$ cat config.mk
export PLATFORM = sky130hd
export DESIGN_NAME = smc_sleep_controller
export DESIGN_NICKNAME = d
export VERILOG_FILES = /design/src/common/smc_pkg.sv /design/src/logic/smc_wake_timer.sv /design/src/logic/smc_sleep_controller.sv
export SDC_FILE = /design/constraint.sdc
export NUM_CORES = 1
export LEC_CHECK = 0
export BUFFER_PORTS_ARGS = -buffer_cell sky130_fd_sc_hd__buf_2
export CAP_MARGIN = 20
export CORE_UTILIZATION = 43
export DETAILED_ROUTE_END_ITERATION = 7
export GPL_TIMING_DRIVEN = 0
export HOLD_SLACK_MARGIN = 0.15
export PLACE_DENSITY = 0.79
export SLEW_MARGIN = 10
export SYNTH_ARGS = -nofsm -noshare
export SYNTH_HDL_FRONTEND = slang
export SYNTH_SLANG_ARGS = --single-unit
$ cat constraint.sdc
create_clock -name core_clk -period 2.8 [get_ports core_clk]
set_clock_uncertainty 0.2 [all_clocks]
set_input_delay 0.56 -clock core_clk [delete_from_list [all_inputs] [get_ports core_clk]]
set_output_delay 0.56 -clock core_clk [all_outputs]
set_load 0.005 [all_outputs]
$ cat src/common/smc_pkg.sv
// constants and types shared by the sleep controller files
package smc_pkg;

	localparam logic [7:0] ADDR_CTRL = 8'h00;
	localparam logic [7:0] ADDR_STAT = 8'h01;
	localparam logic [7:0] CTRL_RESET = 8'h00;
	localparam logic [7:0] CTRL_WMASK = 8'h07;
	localparam int ARM_BIT = 0;
	localparam int MODE_LSB = 1;
	localparam int MODE_MSB = 2;
	localparam int STAT_ST_LSB = 0;
	localparam int STAT_ST_MSB = 1;
	localparam int STAT_MODE_LSB = 2;
	localparam int STAT_MODE_MSB = 3;
	localparam int STAT_CPU_BIT = 4;
	localparam int WAKE_CYCLES = 6;
	localparam int WAKE_CNT_W = 3;
	localparam logic [WAKE_CNT_W-1:0] WAKE_LAST = WAKE_CNT_W'(WAKE_CYCLES - 1);
	localparam logic [1:0] BOD_WAIT_CFG = 2'h3;

	typedef enum logic [1:0] {
		SMC_IDLE = 2'b00,
		SMC_STBY = 2'b01,
		SMC_POWER_DOWN_MODE = 2'b10,
		SMC_RSVD = 2'b11
	} smc_mode_t;

	typedef enum logic [1:0] {
		SMC_ACTIVE = 2'b00,
		SMC_SLEEP = 2'b01,
		SMC_WAKE_OSC = 2'b10,
		SMC_WAKE_CNT = 2'b11
	} smc_state_t;

	// enabled and pending interrupt requests, one bit per source group
	typedef struct packed {
		logic pin;
		logic twiAddr;
		logic usartSof;
		logic adc;
		logic rtc;
		logic periodic_interrupt_timer;
		logic tcbCap;
		logic voltage_level_monitor;
		logic configurable_logic;
		logic other;
	} smc_wake_t;

	// run_in_standby bits of the peripherals and clock sources
	typedef struct packed {
		logic rtc;
		logic adc;
		logic tcb;
		logic usart;
		logic mainClk;
		logic rtcClk;
	} smc_run_in_standby_t;

	// clock domain and oscillator enables, high = running
	typedef struct packed {
		logic cpu;
		logic per;
		logic rtc;
		logic periodic_interrupt_timer;
		logic adc;
		logic tcb;
		logic usart;
		logic brownout_detector;
		logic wdt;
		logic mainOsc;
		logic rtcOsc;
		logic ulpOsc;
	} smc_gate_t;

endpackage : smc_pkg

$ cat src/logic/smc_wake_timer.sv
// wake-up cycle counter of the sleep controller
`timescale 1ns/10ps
`default_nettype none

module smc_wake_timer (
	input wire logic core_clk,
	input wire logic resetn,
	input wire logic clkEn,
	input wire logic run,
	output logic done
);

	logic [smc_pkg::WAKE_CNT_W-1:0] cnt;
	logic [smc_pkg::WAKE_CNT_W-1:0] next_cnt;

	// saturates at the last count so a slow brown-out ready can extend the wait
	always_comb begin
		next_cnt = cnt;
		if (!run) begin
			next_cnt = '0;
		end else if (cnt != smc_pkg::WAKE_LAST) begin
			next_cnt = cnt + smc_pkg::WAKE_CNT_W'(1);
		end
	end

	always_ff @(posedge core_clk or negedge resetn) begin
		if (!resetn) begin
			cnt <= '0;
		end else if (clkEn) begin
			cnt <= next_cnt;
		end
	end

	assign done = run && (cnt == smc_pkg::WAKE_LAST);

endmodule : smc_wake_timer

`default_nettype wire

$ cat src/logic/smc_sleep_controller.sv
// sleep controller: mode register, sleep/wake sequencing and clock gating
// Notes on behaviour
// - sleep is entered only on the sleep instruction with the arm bit set
// - with no enabled interrupt the device stays asleep until reset or a debug break
// - idle stops only the cpu clock; any interrupt wakes
// - standby keeps rtc, adc, timer_b, main and rtc clock only with run_in_standby
// - standby: pin and two_wire wake always; usart, adc, rtc, periodic timer, timer_b only with run_in_standby; others never
// - adc may keep converting in standby without waking the cpu
// - power_down keeps brownout, watchdog, periodic timer; five wake groups
// - power_down stops all oscillators but ulp and rtc clock when needed
// - wake takes six cycles, plus oscillator start in standby and power_down
// - idle keeps the main oscillator running, no start-up wait
// - brownout setting 0x3 holds wake until the detector is ready
// - a debug break wakes the device back to active
// - a wake interrupt resumes the cpu; any reset ends sleep
// - mode field: idle 0x0, standby 0x1, power_down 0x2, 0x3 reserved
`timescale 1ns/10ps
`default_nettype none

module smc_sleep_controller (
	input wire logic core_clk,
	input wire logic resetn,
	input wire logic clkEn,
	input wire logic [7:0] regAddr,
	input wire logic [7:0] regWdata,
	input wire logic regWr,
	input wire logic regRd,
	output logic [7:0] regRdata,
	input wire logic sleepInstr,
	input wire logic irqGlobalEn,
	input wire smc_pkg::smc_wake_t wakeIn,
	input wire smc_pkg::smc_run_in_standby_t run_in_standby,
	input wire logic bodUsesOsc,
	input wire logic wdtUsesOsc,
	input wire logic mainOscReady,
	input wire logic [1:0] bodActiveCfg,
	input wire logic bodReady,
	input wire logic debugBreak,
	output smc_pkg::smc_gate_t gate,
	output logic cpuRun
);

	logic [7:0] ctl;
	logic [7:0] next_ctl;
	logic [7:0] next_regRdata;
	smc_pkg::smc_state_t st;
	smc_pkg::smc_state_t next_st;
	smc_pkg::smc_mode_t mode;
	smc_pkg::smc_mode_t next_mode;
	smc_pkg::smc_mode_t ctlMode;
	smc_pkg::smc_wake_t allow;
	logic wakeReq;
	logic bodOk;
	logic cntDone;
	logic sleepEntry;
	logic oscKeep;

	assign ctlMode = smc_pkg::smc_mode_t'(ctl[smc_pkg::MODE_MSB:smc_pkg::MODE_LSB]);
	assign sleepEntry = sleepInstr && ctl[smc_pkg::ARM_BIT];
	assign bodOk = (bodActiveCfg != smc_pkg::BOD_WAIT_CFG) || bodReady;
	assign oscKeep = bodUsesOsc || wdtUsesOsc;

	// wake sources allowed by the latched mode
	always_comb begin
		allow = '0;
		unique case (mode)
			smc_pkg::SMC_IDLE, smc_pkg::SMC_RSVD: begin
				allow = '1;
			end
			smc_pkg::SMC_STBY: begin
				allow.pin = 1'b1;
				allow.twiAddr = 1'b1;
				allow.usartSof = run_in_standby.usart;
				allow.adc = run_in_standby.adc;
				allow.rtc = run_in_standby.rtc;
				allow.periodic_interrupt_timer = run_in_standby.rtc;
				allow.tcbCap = run_in_standby.tcb;
			end
			smc_pkg::SMC_POWER_DOWN_MODE: begin
				allow.pin = 1'b1;
				allow.periodic_interrupt_timer = 1'b1;
				allow.voltage_level_monitor = 1'b1;
				allow.twiAddr = 1'b1;
				allow.configurable_logic = 1'b1;
			end
		endcase
	end

	// without global interrupt enable only a debug break or reset can end sleep
	assign wakeReq = debugBreak || (irqGlobalEn && (|(wakeIn & allow)));

	// register port and sleep sequencer
	always_comb begin
		next_ctl = ctl;
		next_regRdata = '0;
		next_st = st;
		next_mode = mode;
		if (regWr && (regAddr == smc_pkg::ADDR_CTRL)) begin
			next_ctl = regWdata & smc_pkg::CTRL_WMASK;
		end
		if (regRd && (regAddr == smc_pkg::ADDR_CTRL)) begin
			next_regRdata = ctl;
		end else if (regRd && (regAddr == smc_pkg::ADDR_STAT)) begin
			next_regRdata[smc_pkg::STAT_ST_MSB:smc_pkg::STAT_ST_LSB] = st;
			next_regRdata[smc_pkg::STAT_MODE_MSB:smc_pkg::STAT_MODE_LSB] = mode;
			next_regRdata[smc_pkg::STAT_CPU_BIT] = cpuRun;
		end
		unique case (st)
			smc_pkg::SMC_ACTIVE: begin
				if (sleepEntry) begin
					next_st = smc_pkg::SMC_SLEEP;
					// a reserved code sleeps as idle so the part stays recoverable
					next_mode = (ctlMode == smc_pkg::SMC_RSVD) ? smc_pkg::SMC_IDLE : ctlMode;
				end
			end
			smc_pkg::SMC_SLEEP: begin
				if (wakeReq) begin
					// idle never stops the main oscillator, so skip its start wait
					if (mode == smc_pkg::SMC_IDLE) begin
						next_st = smc_pkg::SMC_WAKE_CNT;
					end else begin
						next_st = smc_pkg::SMC_WAKE_OSC;
					end
				end
			end
			smc_pkg::SMC_WAKE_OSC: begin
				if (mainOscReady) begin
					next_st = smc_pkg::SMC_WAKE_CNT;
				end
			end
			smc_pkg::SMC_WAKE_CNT: begin
				if (cntDone && bodOk) begin
					next_st = smc_pkg::SMC_ACTIVE;
				end
			end
		endcase
	end

	always_ff @(posedge core_clk or negedge resetn) begin
		if (!resetn) begin
			ctl <= smc_pkg::CTRL_RESET;
			regRdata <= '0;
			st <= smc_pkg::SMC_ACTIVE;
			mode <= smc_pkg::SMC_IDLE;
		end else if (clkEn) begin
			ctl <= next_ctl;
			regRdata <= next_regRdata;
			st <= next_st;
			mode <= next_mode;
		end
	end

	smc_wake_timer u_timer (
		.core_clk(core_clk),
		.resetn(resetn),
		.clkEn(clkEn),
		.run(st == smc_pkg::SMC_WAKE_CNT),
		.done(cntDone)
	);

	// clock domain and oscillator enables
	always_comb begin
		gate = '1;
		gate.cpu = (st == smc_pkg::SMC_ACTIVE);
		if (st == smc_pkg::SMC_SLEEP) begin
			unique case (mode)
				smc_pkg::SMC_IDLE, smc_pkg::SMC_RSVD: begin
				end
				smc_pkg::SMC_STBY: begin
					gate.per = 1'b0;
					gate.rtc = run_in_standby.rtc;
					gate.periodic_interrupt_timer = run_in_standby.rtc;
					gate.adc = run_in_standby.adc;
					gate.tcb = run_in_standby.tcb;
					gate.usart = run_in_standby.usart;
					gate.mainOsc = run_in_standby.mainClk;
					gate.rtcOsc = run_in_standby.rtcClk;
				end
				smc_pkg::SMC_POWER_DOWN_MODE: begin
					gate = '0;
					gate.brownout_detector = 1'b1;
					gate.wdt = 1'b1;
					gate.periodic_interrupt_timer = 1'b1;
					gate.ulpOsc = oscKeep;
					gate.rtcOsc = oscKeep;
				end
			endcase
		end
	end

	assign cpuRun = gate.cpu;

	property p_noSleepWithoutInstr;
		@(posedge core_clk) disable iff (!resetn)
		(st == smc_pkg::SMC_ACTIVE) && !sleepEntry |=> (st != smc_pkg::SMC_SLEEP);
	endproperty
	a_noSleepWithoutInstr: assert property (p_noSleepWithoutInstr) else $error("sleep without instruction");

	property p_idleGates;
		@(posedge core_clk) disable iff (!resetn)
		(st == smc_pkg::SMC_SLEEP) && (mode == smc_pkg::SMC_IDLE) |-> !cpuRun && gate.per && gate.mainOsc;
	endproperty
	a_idleGates: assert property (p_idleGates) else $error("idle gating wrong");

	property p_stbyGates;
		@(posedge core_clk) disable iff (!resetn)
		(st == smc_pkg::SMC_SLEEP) && (mode == smc_pkg::SMC_STBY)
		|-> !gate.per && (gate.adc == run_in_standby.adc) && (gate.mainOsc == run_in_standby.mainClk);
	endproperty
	a_stbyGates: assert property (p_stbyGates) else $error("standby gating wrong");

	property p_stbyPinWake;
		@(posedge core_clk) disable iff (!resetn)
		(st == smc_pkg::SMC_SLEEP) && (mode == smc_pkg::SMC_STBY) && wakeIn.pin && irqGlobalEn && clkEn
		|=> (st == smc_pkg::SMC_WAKE_OSC);
	endproperty
	a_stbyPinWake: assert property (p_stbyPinWake) else $error("standby pin wake missed");

	property p_pdownWakeSet;
		@(posedge core_clk) disable iff (!resetn)
		(st == smc_pkg::SMC_SLEEP) && (mode == smc_pkg::SMC_POWER_DOWN_MODE) && !debugBreak
		&& !(wakeIn.pin || wakeIn.periodic_interrupt_timer || wakeIn.voltage_level_monitor || wakeIn.twiAddr || wakeIn.configurable_logic)
		|=> (st == smc_pkg::SMC_SLEEP);
	endproperty
	a_pdownWakeSet: assert property (p_pdownWakeSet) else $error("power_down woke on wrong source");

	property p_pdownOsc;
		@(posedge core_clk) disable iff (!resetn)
		(st == smc_pkg::SMC_SLEEP) && (mode == smc_pkg::SMC_POWER_DOWN_MODE)
		|-> !gate.mainOsc && (gate.ulpOsc == (bodUsesOsc || wdtUsesOsc));
	endproperty
	a_pdownOsc: assert property (p_pdownOsc) else $error("power_down oscillator wrong");

	property p_sixCycles;
		@(posedge core_clk) disable iff (!resetn)
		$rose(st == smc_pkg::SMC_WAKE_CNT) ##0 (clkEn && bodOk)[*6] |-> !cpuRun ##1 cpuRun;
	endproperty
	a_sixCycles: assert property (p_sixCycles) else $error("wake count not six");

	property p_idleNoOsc;
		@(posedge core_clk) disable iff (!resetn)
		(st == smc_pkg::SMC_SLEEP) && (mode == smc_pkg::SMC_IDLE) && wakeReq && clkEn
		|=> (st == smc_pkg::SMC_WAKE_CNT);
	endproperty
	a_idleNoOsc: assert property (p_idleNoOsc) else $error("idle waited for oscillator");

	property p_bodHold;
		@(posedge core_clk) disable iff (!resetn)
		(st == smc_pkg::SMC_WAKE_CNT) && (bodActiveCfg == smc_pkg::BOD_WAIT_CFG) && !bodReady |=> !cpuRun;
	endproperty
	a_bodHold: assert property (p_bodHold) else $error("ran before brownout ready");

	property p_debugWake;
		@(posedge core_clk) disable iff (!resetn)
		(st == smc_pkg::SMC_SLEEP) && debugBreak && clkEn |=> (st != smc_pkg::SMC_SLEEP);
	endproperty
	a_debugWake: assert property (p_debugWake) else $error("debug break ignored");

	property p_noIrqStay;
		@(posedge core_clk) disable iff (!resetn)
		(st == smc_pkg::SMC_SLEEP) && !irqGlobalEn && !debugBreak |=> (st == smc_pkg::SMC_SLEEP);
	endproperty
	a_noIrqStay: assert property (p_noIrqStay) else $error("woke without interrupts");

	property p_rsvdIdle;
		@(posedge core_clk) disable iff (!resetn)
		(st == smc_pkg::SMC_ACTIVE) && sleepEntry && clkEn && (ctlMode == smc_pkg::SMC_RSVD)
		|=> (mode == smc_pkg::SMC_IDLE);
	endproperty
	a_rsvdIdle: assert property (p_rsvdIdle) else $error("reserved mode not idle");

	property p_armRequired;
		@(posedge core_clk) disable iff (!resetn)
		(st == smc_pkg::SMC_ACTIVE) && sleepInstr && !ctl[smc_pkg::ARM_BIT] |=> (st == smc_pkg::SMC_ACTIVE);
	endproperty
	a_armRequired: assert property (p_armRequired) else $error("slept with arm bit clear");

	// the main oscillator is requested again as soon as wake-up starts
	property p_wakeOscOn;
		@(posedge core_clk) disable iff (!resetn)
		(st == smc_pkg::SMC_WAKE_OSC) || (st == smc_pkg::SMC_WAKE_CNT) |-> !cpuRun && gate.mainOsc && gate.per;
	endproperty
	a_wakeOscOn: assert property (p_wakeOscOn) else $error("wake without main oscillator");

	// no disable here, so the reset picture itself is watched
	property p_resetActive;
		@(posedge core_clk)
		!resetn |=> cpuRun && (st == smc_pkg::SMC_ACTIVE);
	endproperty
	a_resetActive: assert property (p_resetActive) else $error("reset did not end sleep");

	c_stbySleep: cover property (@(posedge core_clk) disable iff (!resetn)
		(st == smc_pkg::SMC_SLEEP) && (mode == smc_pkg::SMC_STBY));
	c_pdownWake: cover property (@(posedge core_clk) disable iff (!resetn)
		(st == smc_pkg::SMC_WAKE_OSC) && (mode == smc_pkg::SMC_POWER_DOWN_MODE) ##[1:50] cpuRun);
	c_bodExtend: cover property (@(posedge core_clk) disable iff (!resetn)
		cntDone && !bodOk);

endmodule : smc_sleep_controller

`default_nettype wire

==> flow_summary.html <==
<table>
<tr><th>Metric</th><th>Value</th></tr>
<tr><th colspan="2">Timing</th></tr>
<tr><td>Final Critical Period</td><td>between 2 and 3 ns</td></tr>
<tr><td>Final Hold Fails</td><td>0</td></tr>
<tr><td>RSZ-0062 raised after global routing</td><td>no</td></tr>
<tr><td>Highest clock rate</td><td>approximately 400 MHz</td></tr>
<tr><td>Setup tns final</td><td>0 ns</td></tr>
<tr><td>Finish-stage setup viols</td><td>0</td></tr>
<tr><td>Final Max Slew Viols</td><td>0</td></tr>
<tr><td>Ratio of final minimum period to clock period</td><td>0.900</td></tr>
<tr><th colspan="2">Setup path</th></tr>
<tr><td>Largest fanout of any net on the critical path</td><td>6</td></tr>
<tr><td>Stage delay of the slowest cell on the critical path</td><td>between 0.4 and 0.5 ns</td></tr>
<tr><td>Endpoint class of the critical path</td><td>output pin</td></tr>
<tr><td>Total buffers and inverters traversed by the critical path</td><td>2</td></tr>
<tr><td>Slack of the worst reg-to-reg path</td><td>roughly 0.58 ns</td></tr>
<tr><td>Launch point of the critical path</td><td>st[1]</td></tr>
<tr><td>Data arrival time of the critical path</td><td>~1.8 ns</td></tr>
<tr><td>Reg2Reg Launch Point</td><td>st[1]</td></tr>
<tr><td>Slowest CP cell</td><td>sky130_fd_sc_hd__dfrtp_1</td></tr>
<tr><td>Cells along the critical path</td><td>inv_1, ha_1, nand2_1, a211o_1, buf_2</td></tr>
<tr><td>Required time reported for the critical path endpoint</td><td>about 2.0 ns</td></tr>
<tr><td>CP Launch Type</td><td>register</td></tr>
<tr><td>Worst Setup Path Type</td><td>reg -&gt; out</td></tr>
<tr><td>Cell family with most CP delay</td><td>flip-flops</td></tr>
<tr><th colspan="2">Layout</th></tr>
<tr><td>N_diodes</td><td>0</td></tr>
<tr><td>Layout Cells excl Fill</td><td>approximately 220</td></tr>
<tr><td>Net count reported at finish</td><td>245</td></tr>
<tr><td>Design Area, Final</td><td>1500 um2</td></tr>
<tr><td>Leading cell type in the layout, fill and taps excluded</td><td>sky130_fd_sc_hd__buf_2</td></tr>
<tr><td>Fraction of layout instances using a drive strength above 1</td><td>0.385</td></tr>
<tr><td>Top library cells by usage in the layout, fill and taps aside</td><td>sky130_fd_sc_hd__buf_2 (55), sky130_fd_sc_hd__dfrtp_1 (15), sky130_fd_sc_hd__inv_1 (13), sky130_fd_sc_hd__ha_1 (11), sky130_fd_sc_hd__nand2_1 (10)</td></tr>
<tr><td>Relative area change from synthesis to final layout</td><td>31.7%</td></tr>
<tr><th colspan="2">Synthesis</th></tr>
<tr><td>Mux cell area share after synthesis</td><td>0.0778</td></tr>
<tr><td>Xor/xnor share of the synthesized area</td><td>0</td></tr>
<tr><td>Dominant synthesized flop cell</td><td>sky130_fd_sc_hd__dfrtp_1</td></tr>
<tr><td>Simple-gate share of the synthesized area</td><td>0.172</td></tr>
<tr><td>Number of unique standard cell types used by synthesis</td><td>39</td></tr>
<tr><td>Dominant combinational cell family by area after synthesis</td><td>compound AO/OA/AOI/OAI gates</td></tr>
<tr><td>Syn avg cell area</td><td>~9 um2</td></tr>
<tr><td>Fraction of the mapped netlist area in compound gates</td><td>0.203</td></tr>
<tr><td>Cell type contributing the most total cell area after synthesis</td><td>sky130_fd_sc_hd__dfrtp_1</td></tr>
<tr><td>Synthesis-stage register bit count</td><td>15</td></tr>
<tr><td>Warning count from the yosys run</td><td>0</td></tr>
<tr><td>Share of async-settable or async-resettable flops after synthesis</td><td>1.00</td></tr>
<tr><td>Share of the yosys chip area belonging to registers</td><td>0.329</td></tr>
<tr><td>Area share of the largest cell type after synthesis</td><td>0.329</td></tr>
<tr><td>Number of synthesized flops with an enable pin</td><td>0</td></tr>
<tr><td>Netlist Area Pre-Place</td><td>around 1100 um2</td></tr>
<tr><td>Cells taking the most area after synthesis</td><td>sky130_fd_sc_hd__dfrtp_1 (33%), sky130_fd_sc_hd__ha_1 (12%), sky130_fd_sc_hd__inv_1 (4.3%)</td></tr>
<tr><td>Post-synthesis adder-cell area fraction</td><td>0.120</td></tr>
<tr><td>Number of instances in the synthesized netlist</td><td>approximately 120</td></tr>
<tr><th colspan="2">Clocking</th></tr>
<tr><td>Total setup buffers inserted after CTS</td><td>0</td></tr>
<tr><td>Clock root buffer</td><td>sky130_fd_sc_hd__clkbuf_4</td></tr>
<tr><td>Level count of the clock H-tree</td><td>1</td></tr>
<tr><td>CTS buffer count</td><td>3</td></tr>
<tr><td>TritonCTS clock tree</td><td>done</td></tr>
<tr><td>Clock transition at the registers of the reported paths</td><td>around 0.09 ns</td></tr>
<tr><td>Number of sinks handled by clock tree synthesis</td><td>15</td></tr>
<tr><td>Clock latency on the worst-skew pair</td><td>0.28 ns</td></tr>
<tr><td>Max Buffers Root-to-Sink</td><td>2</td></tr>
<tr><th colspan="2">Place</th></tr>
<tr><td>Placement-stage cell area</td><td>roughly 1500 um2</td></tr>
<tr><td>Total half-perimeter wirelength after legalization and detailed placement</td><td>~2300 um</td></tr>
<tr><td>Routability-driven placement congestion ratio</td><td>between 0.7 and 0.8</td></tr>
<tr><td>Count of buffers inserted at the top-level ports</td><td>55</td></tr>
<tr><td># placed instances</td><td>approximately 210</td></tr>
<tr><th colspan="2">Drt</th></tr>
<tr><td>Number of vias per cell</td><td>between 5 and 6</td></tr>
<tr><td>Post-route DRC violation count</td><td>0</td></tr>
<tr><td>First DRT Iteration DRCs</td><td>8</td></tr>
<tr><td>Antenna Violating Nets Remaining</td><td>0</td></tr>
<tr><td>Vias after detailed routing</td><td>roughly 1100</td></tr>
<tr><td>Number of iterations in the first detailed-routing pass</td><td>4</td></tr>
<tr><td>Final Routed Wirelength</td><td>2690 um</td></tr>
<tr><td>Average routed wire per standard cell</td><td>12.4 um</td></tr>
<tr><th colspan="2">Global route</th></tr>
<tr><td>Number of antenna violations at the first check in global routing</td><td>0</td></tr>
<tr><td>Global Route Usage Sum</td><td>0.190</td></tr>
<tr><td>Global-route wire length before repair</td><td>about 4000 um</td></tr>
<tr><td>Overflow after GRT</td><td>0</td></tr>
<tr><td>Vias in the first global route</td><td>roughly 960</td></tr>
<tr><td>Maximum number of pins on one net before global-route repair</td><td>16</td></tr>
<tr><th colspan="2">Status</th></tr>
<tr><td>Run status</td><td>finished, final reports clean</td></tr>
<tr><th colspan="2">Floorplanning</th></tr>
<tr><td>Vertical die dimension</td><td>around 54 um</td></tr>
<tr><td>I/O pin cnt</td><td>67</td></tr>
<tr><td>Effective utilization at floorplan</td><td>0.457</td></tr>
<tr><td>Core area</td><td>2500 um2</td></tr>
<tr><td>Die width</td><td>between 50 and 60 um</td></tr>
<tr><td>Die footprint</td><td>~2900 um2</td></tr>
<tr><td>Standard-cell row count</td><td>18</td></tr>
<tr><th colspan="2">Min path</th></tr>
<tr><td>Type of the tightest min-delay check</td><td>in -&gt; reg</td></tr>
<tr><td>Hold Path Origin</td><td>regWdata[1]</td></tr>
<tr><th colspan="2">Power and ir drop</th></tr>
<tr><td>Leak pwr</td><td>between 0.7 and 0.8 nW</td></tr>
<tr><td>Power density over cell area</td><td>roughly 460 nW/um2</td></tr>
<tr><td>Peak supply drop</td><td>about 300 uV</td></tr>
<tr><th colspan="2">Flow run</th></tr>
<tr><td>Max cap viols</td><td>0</td></tr>
</table>
[area by class of cell]
class / count / area (um2)
Fill cell: 219 / 996
Sequential cell: 15 / 375
Inverter: 13 / 48.8
Clock buffer: 3 / 22.5
Timing Repair Buffer: 56 / 285
Buffer: 9 / 56.3
Clock inverter: 1 / 5.00
Tap cell: 30 / 37.5
Multi-Input combinational cell: 90 / 673
[per-stage QoR]
step	hold slack [ns]	util	power (mW)	setup WS (ns)
finish	0.289	0.602	0.696	0.279
detailed placement	0.277	0.587	0.582	0.593
CTS	0.284	0.602	0.706	0.273
floorplan	0.0644	-	0.477	0.775
global route	0.303	0.602	0.743	0.181
global placement	0.271	0.587	0.560	0.614
[registers in the layout (all words and copies together), names as in the netlist]
register and flops:
ctl 3, st 2, mode 2, u_timer.cnt 3, regRdata 5
[power by group]
group | switching [mW] | internal (mW) | leakage [nW]
sequential | 0.0379 | 0.247 | 0.203
combinational | 0.148 | 0.145 | 0.522
clock | 0.0658 | 0.0530 | 0.0177
[worst register-to-register path, stage by stage (launching register included)]
cell                       delay (ns)
sky130_fd_sc_hd__dfrtp_1         0.45
sky130_fd_sc_hd__inv_1           0.11
sky130_fd_sc_hd__ha_1            0.27
sky130_fd_sc_hd__nand2b_1        0.17
sky130_fd_sc_hd__o221ai_1        0.13
sky130_fd_sc_hd__a221o_1         0.29
sky130_fd_sc_hd__a21oi_2         0.19
sky130_fd_sc_hd__mux2_4          0.32
[synth_stat cells (2+ instances only)]
| cell type | instances |
|---|---|
| sky130_fd_sc_hd__dfrtp_1 | 15 |
| sky130_fd_sc_hd__inv_1 | 13 |
| sky130_fd_sc_hd__ha_1 | 11 |
| sky130_fd_sc_hd__nand2_1 | 10 |
| sky130_fd_sc_hd__o21ai_1 | 7 |
| sky130_fd_sc_hd__buf_4 | 6 |
| sky130_fd_sc_hd__mux2i_1 | 4 |
| sky130_fd_sc_hd__o21ai_0 | 4 |
| sky130_fd_sc_hd__a21o_1 | 3 |
| sky130_fd_sc_hd__a21oi_1 | 3 |
| sky130_fd_sc_hd__clkbuf_1 | 3 |
| sky130_fd_sc_hd__mux2_1 | 3 |
| sky130_fd_sc_hd__nand2b_1 | 3 |
| sky130_fd_sc_hd__nand3_1 | 3 |
| sky130_fd_sc_hd__nor2_1 | 3 |
| sky130_fd_sc_hd__nor2b_1 | 3 |
| sky130_fd_sc_hd__o22ai_1 | 3 |
| sky130_fd_sc_hd__a22oi_1 | 2 |
| sky130_fd_sc_hd__and3_1 | 2 |
| sky130_fd_sc_hd__conb_1 | 2 |
| sky130_fd_sc_hd__nand3b_1 | 2 |
| sky130_fd_sc_hd__o32ai_1 | 2 |
[metal layers]
metal  vias to the layer above  routed length, um  global-route usage
li1                        549                  -                   -
met1                       486               1170               0.218
met2                        52               1310               0.354
met3                         4                176              0.0169
met4                         0                 36              0.0789
met5                         -                  0                   0
[final timing paths]
check / end / cells after the start
max: gate[8] / 5
min: ctl[1] / 2
max reg2reg: st[1] / 7
min reg2reg: regRdata[4] / 2
max in group asynchronous: ctl[2] / 2
min in group asynchronous: regRdata[1] / 2
[what timing repair did]
| item | in CTS | in global routing |
|---|---|---|
| gates resized for setup | 0 | 0 |
| hold buffers | 1 | 0 |
| endpoints found under the hold margin | 15 | 0 |
[cell families (layout without fill, tap and decap cells)]
group / count (synthesis) / after routing
other: 2 / 5
AOI/OAI and AO/OA: 32 / 32
DFF: 15 / 15
adders and majority gates: 11 / 11
and+or+nand+nor: 34 / 34
muxes: 8 / 8
buffers and inverters: 22 / 82
No activity file was read; power rests on OpenSTA's default activity.
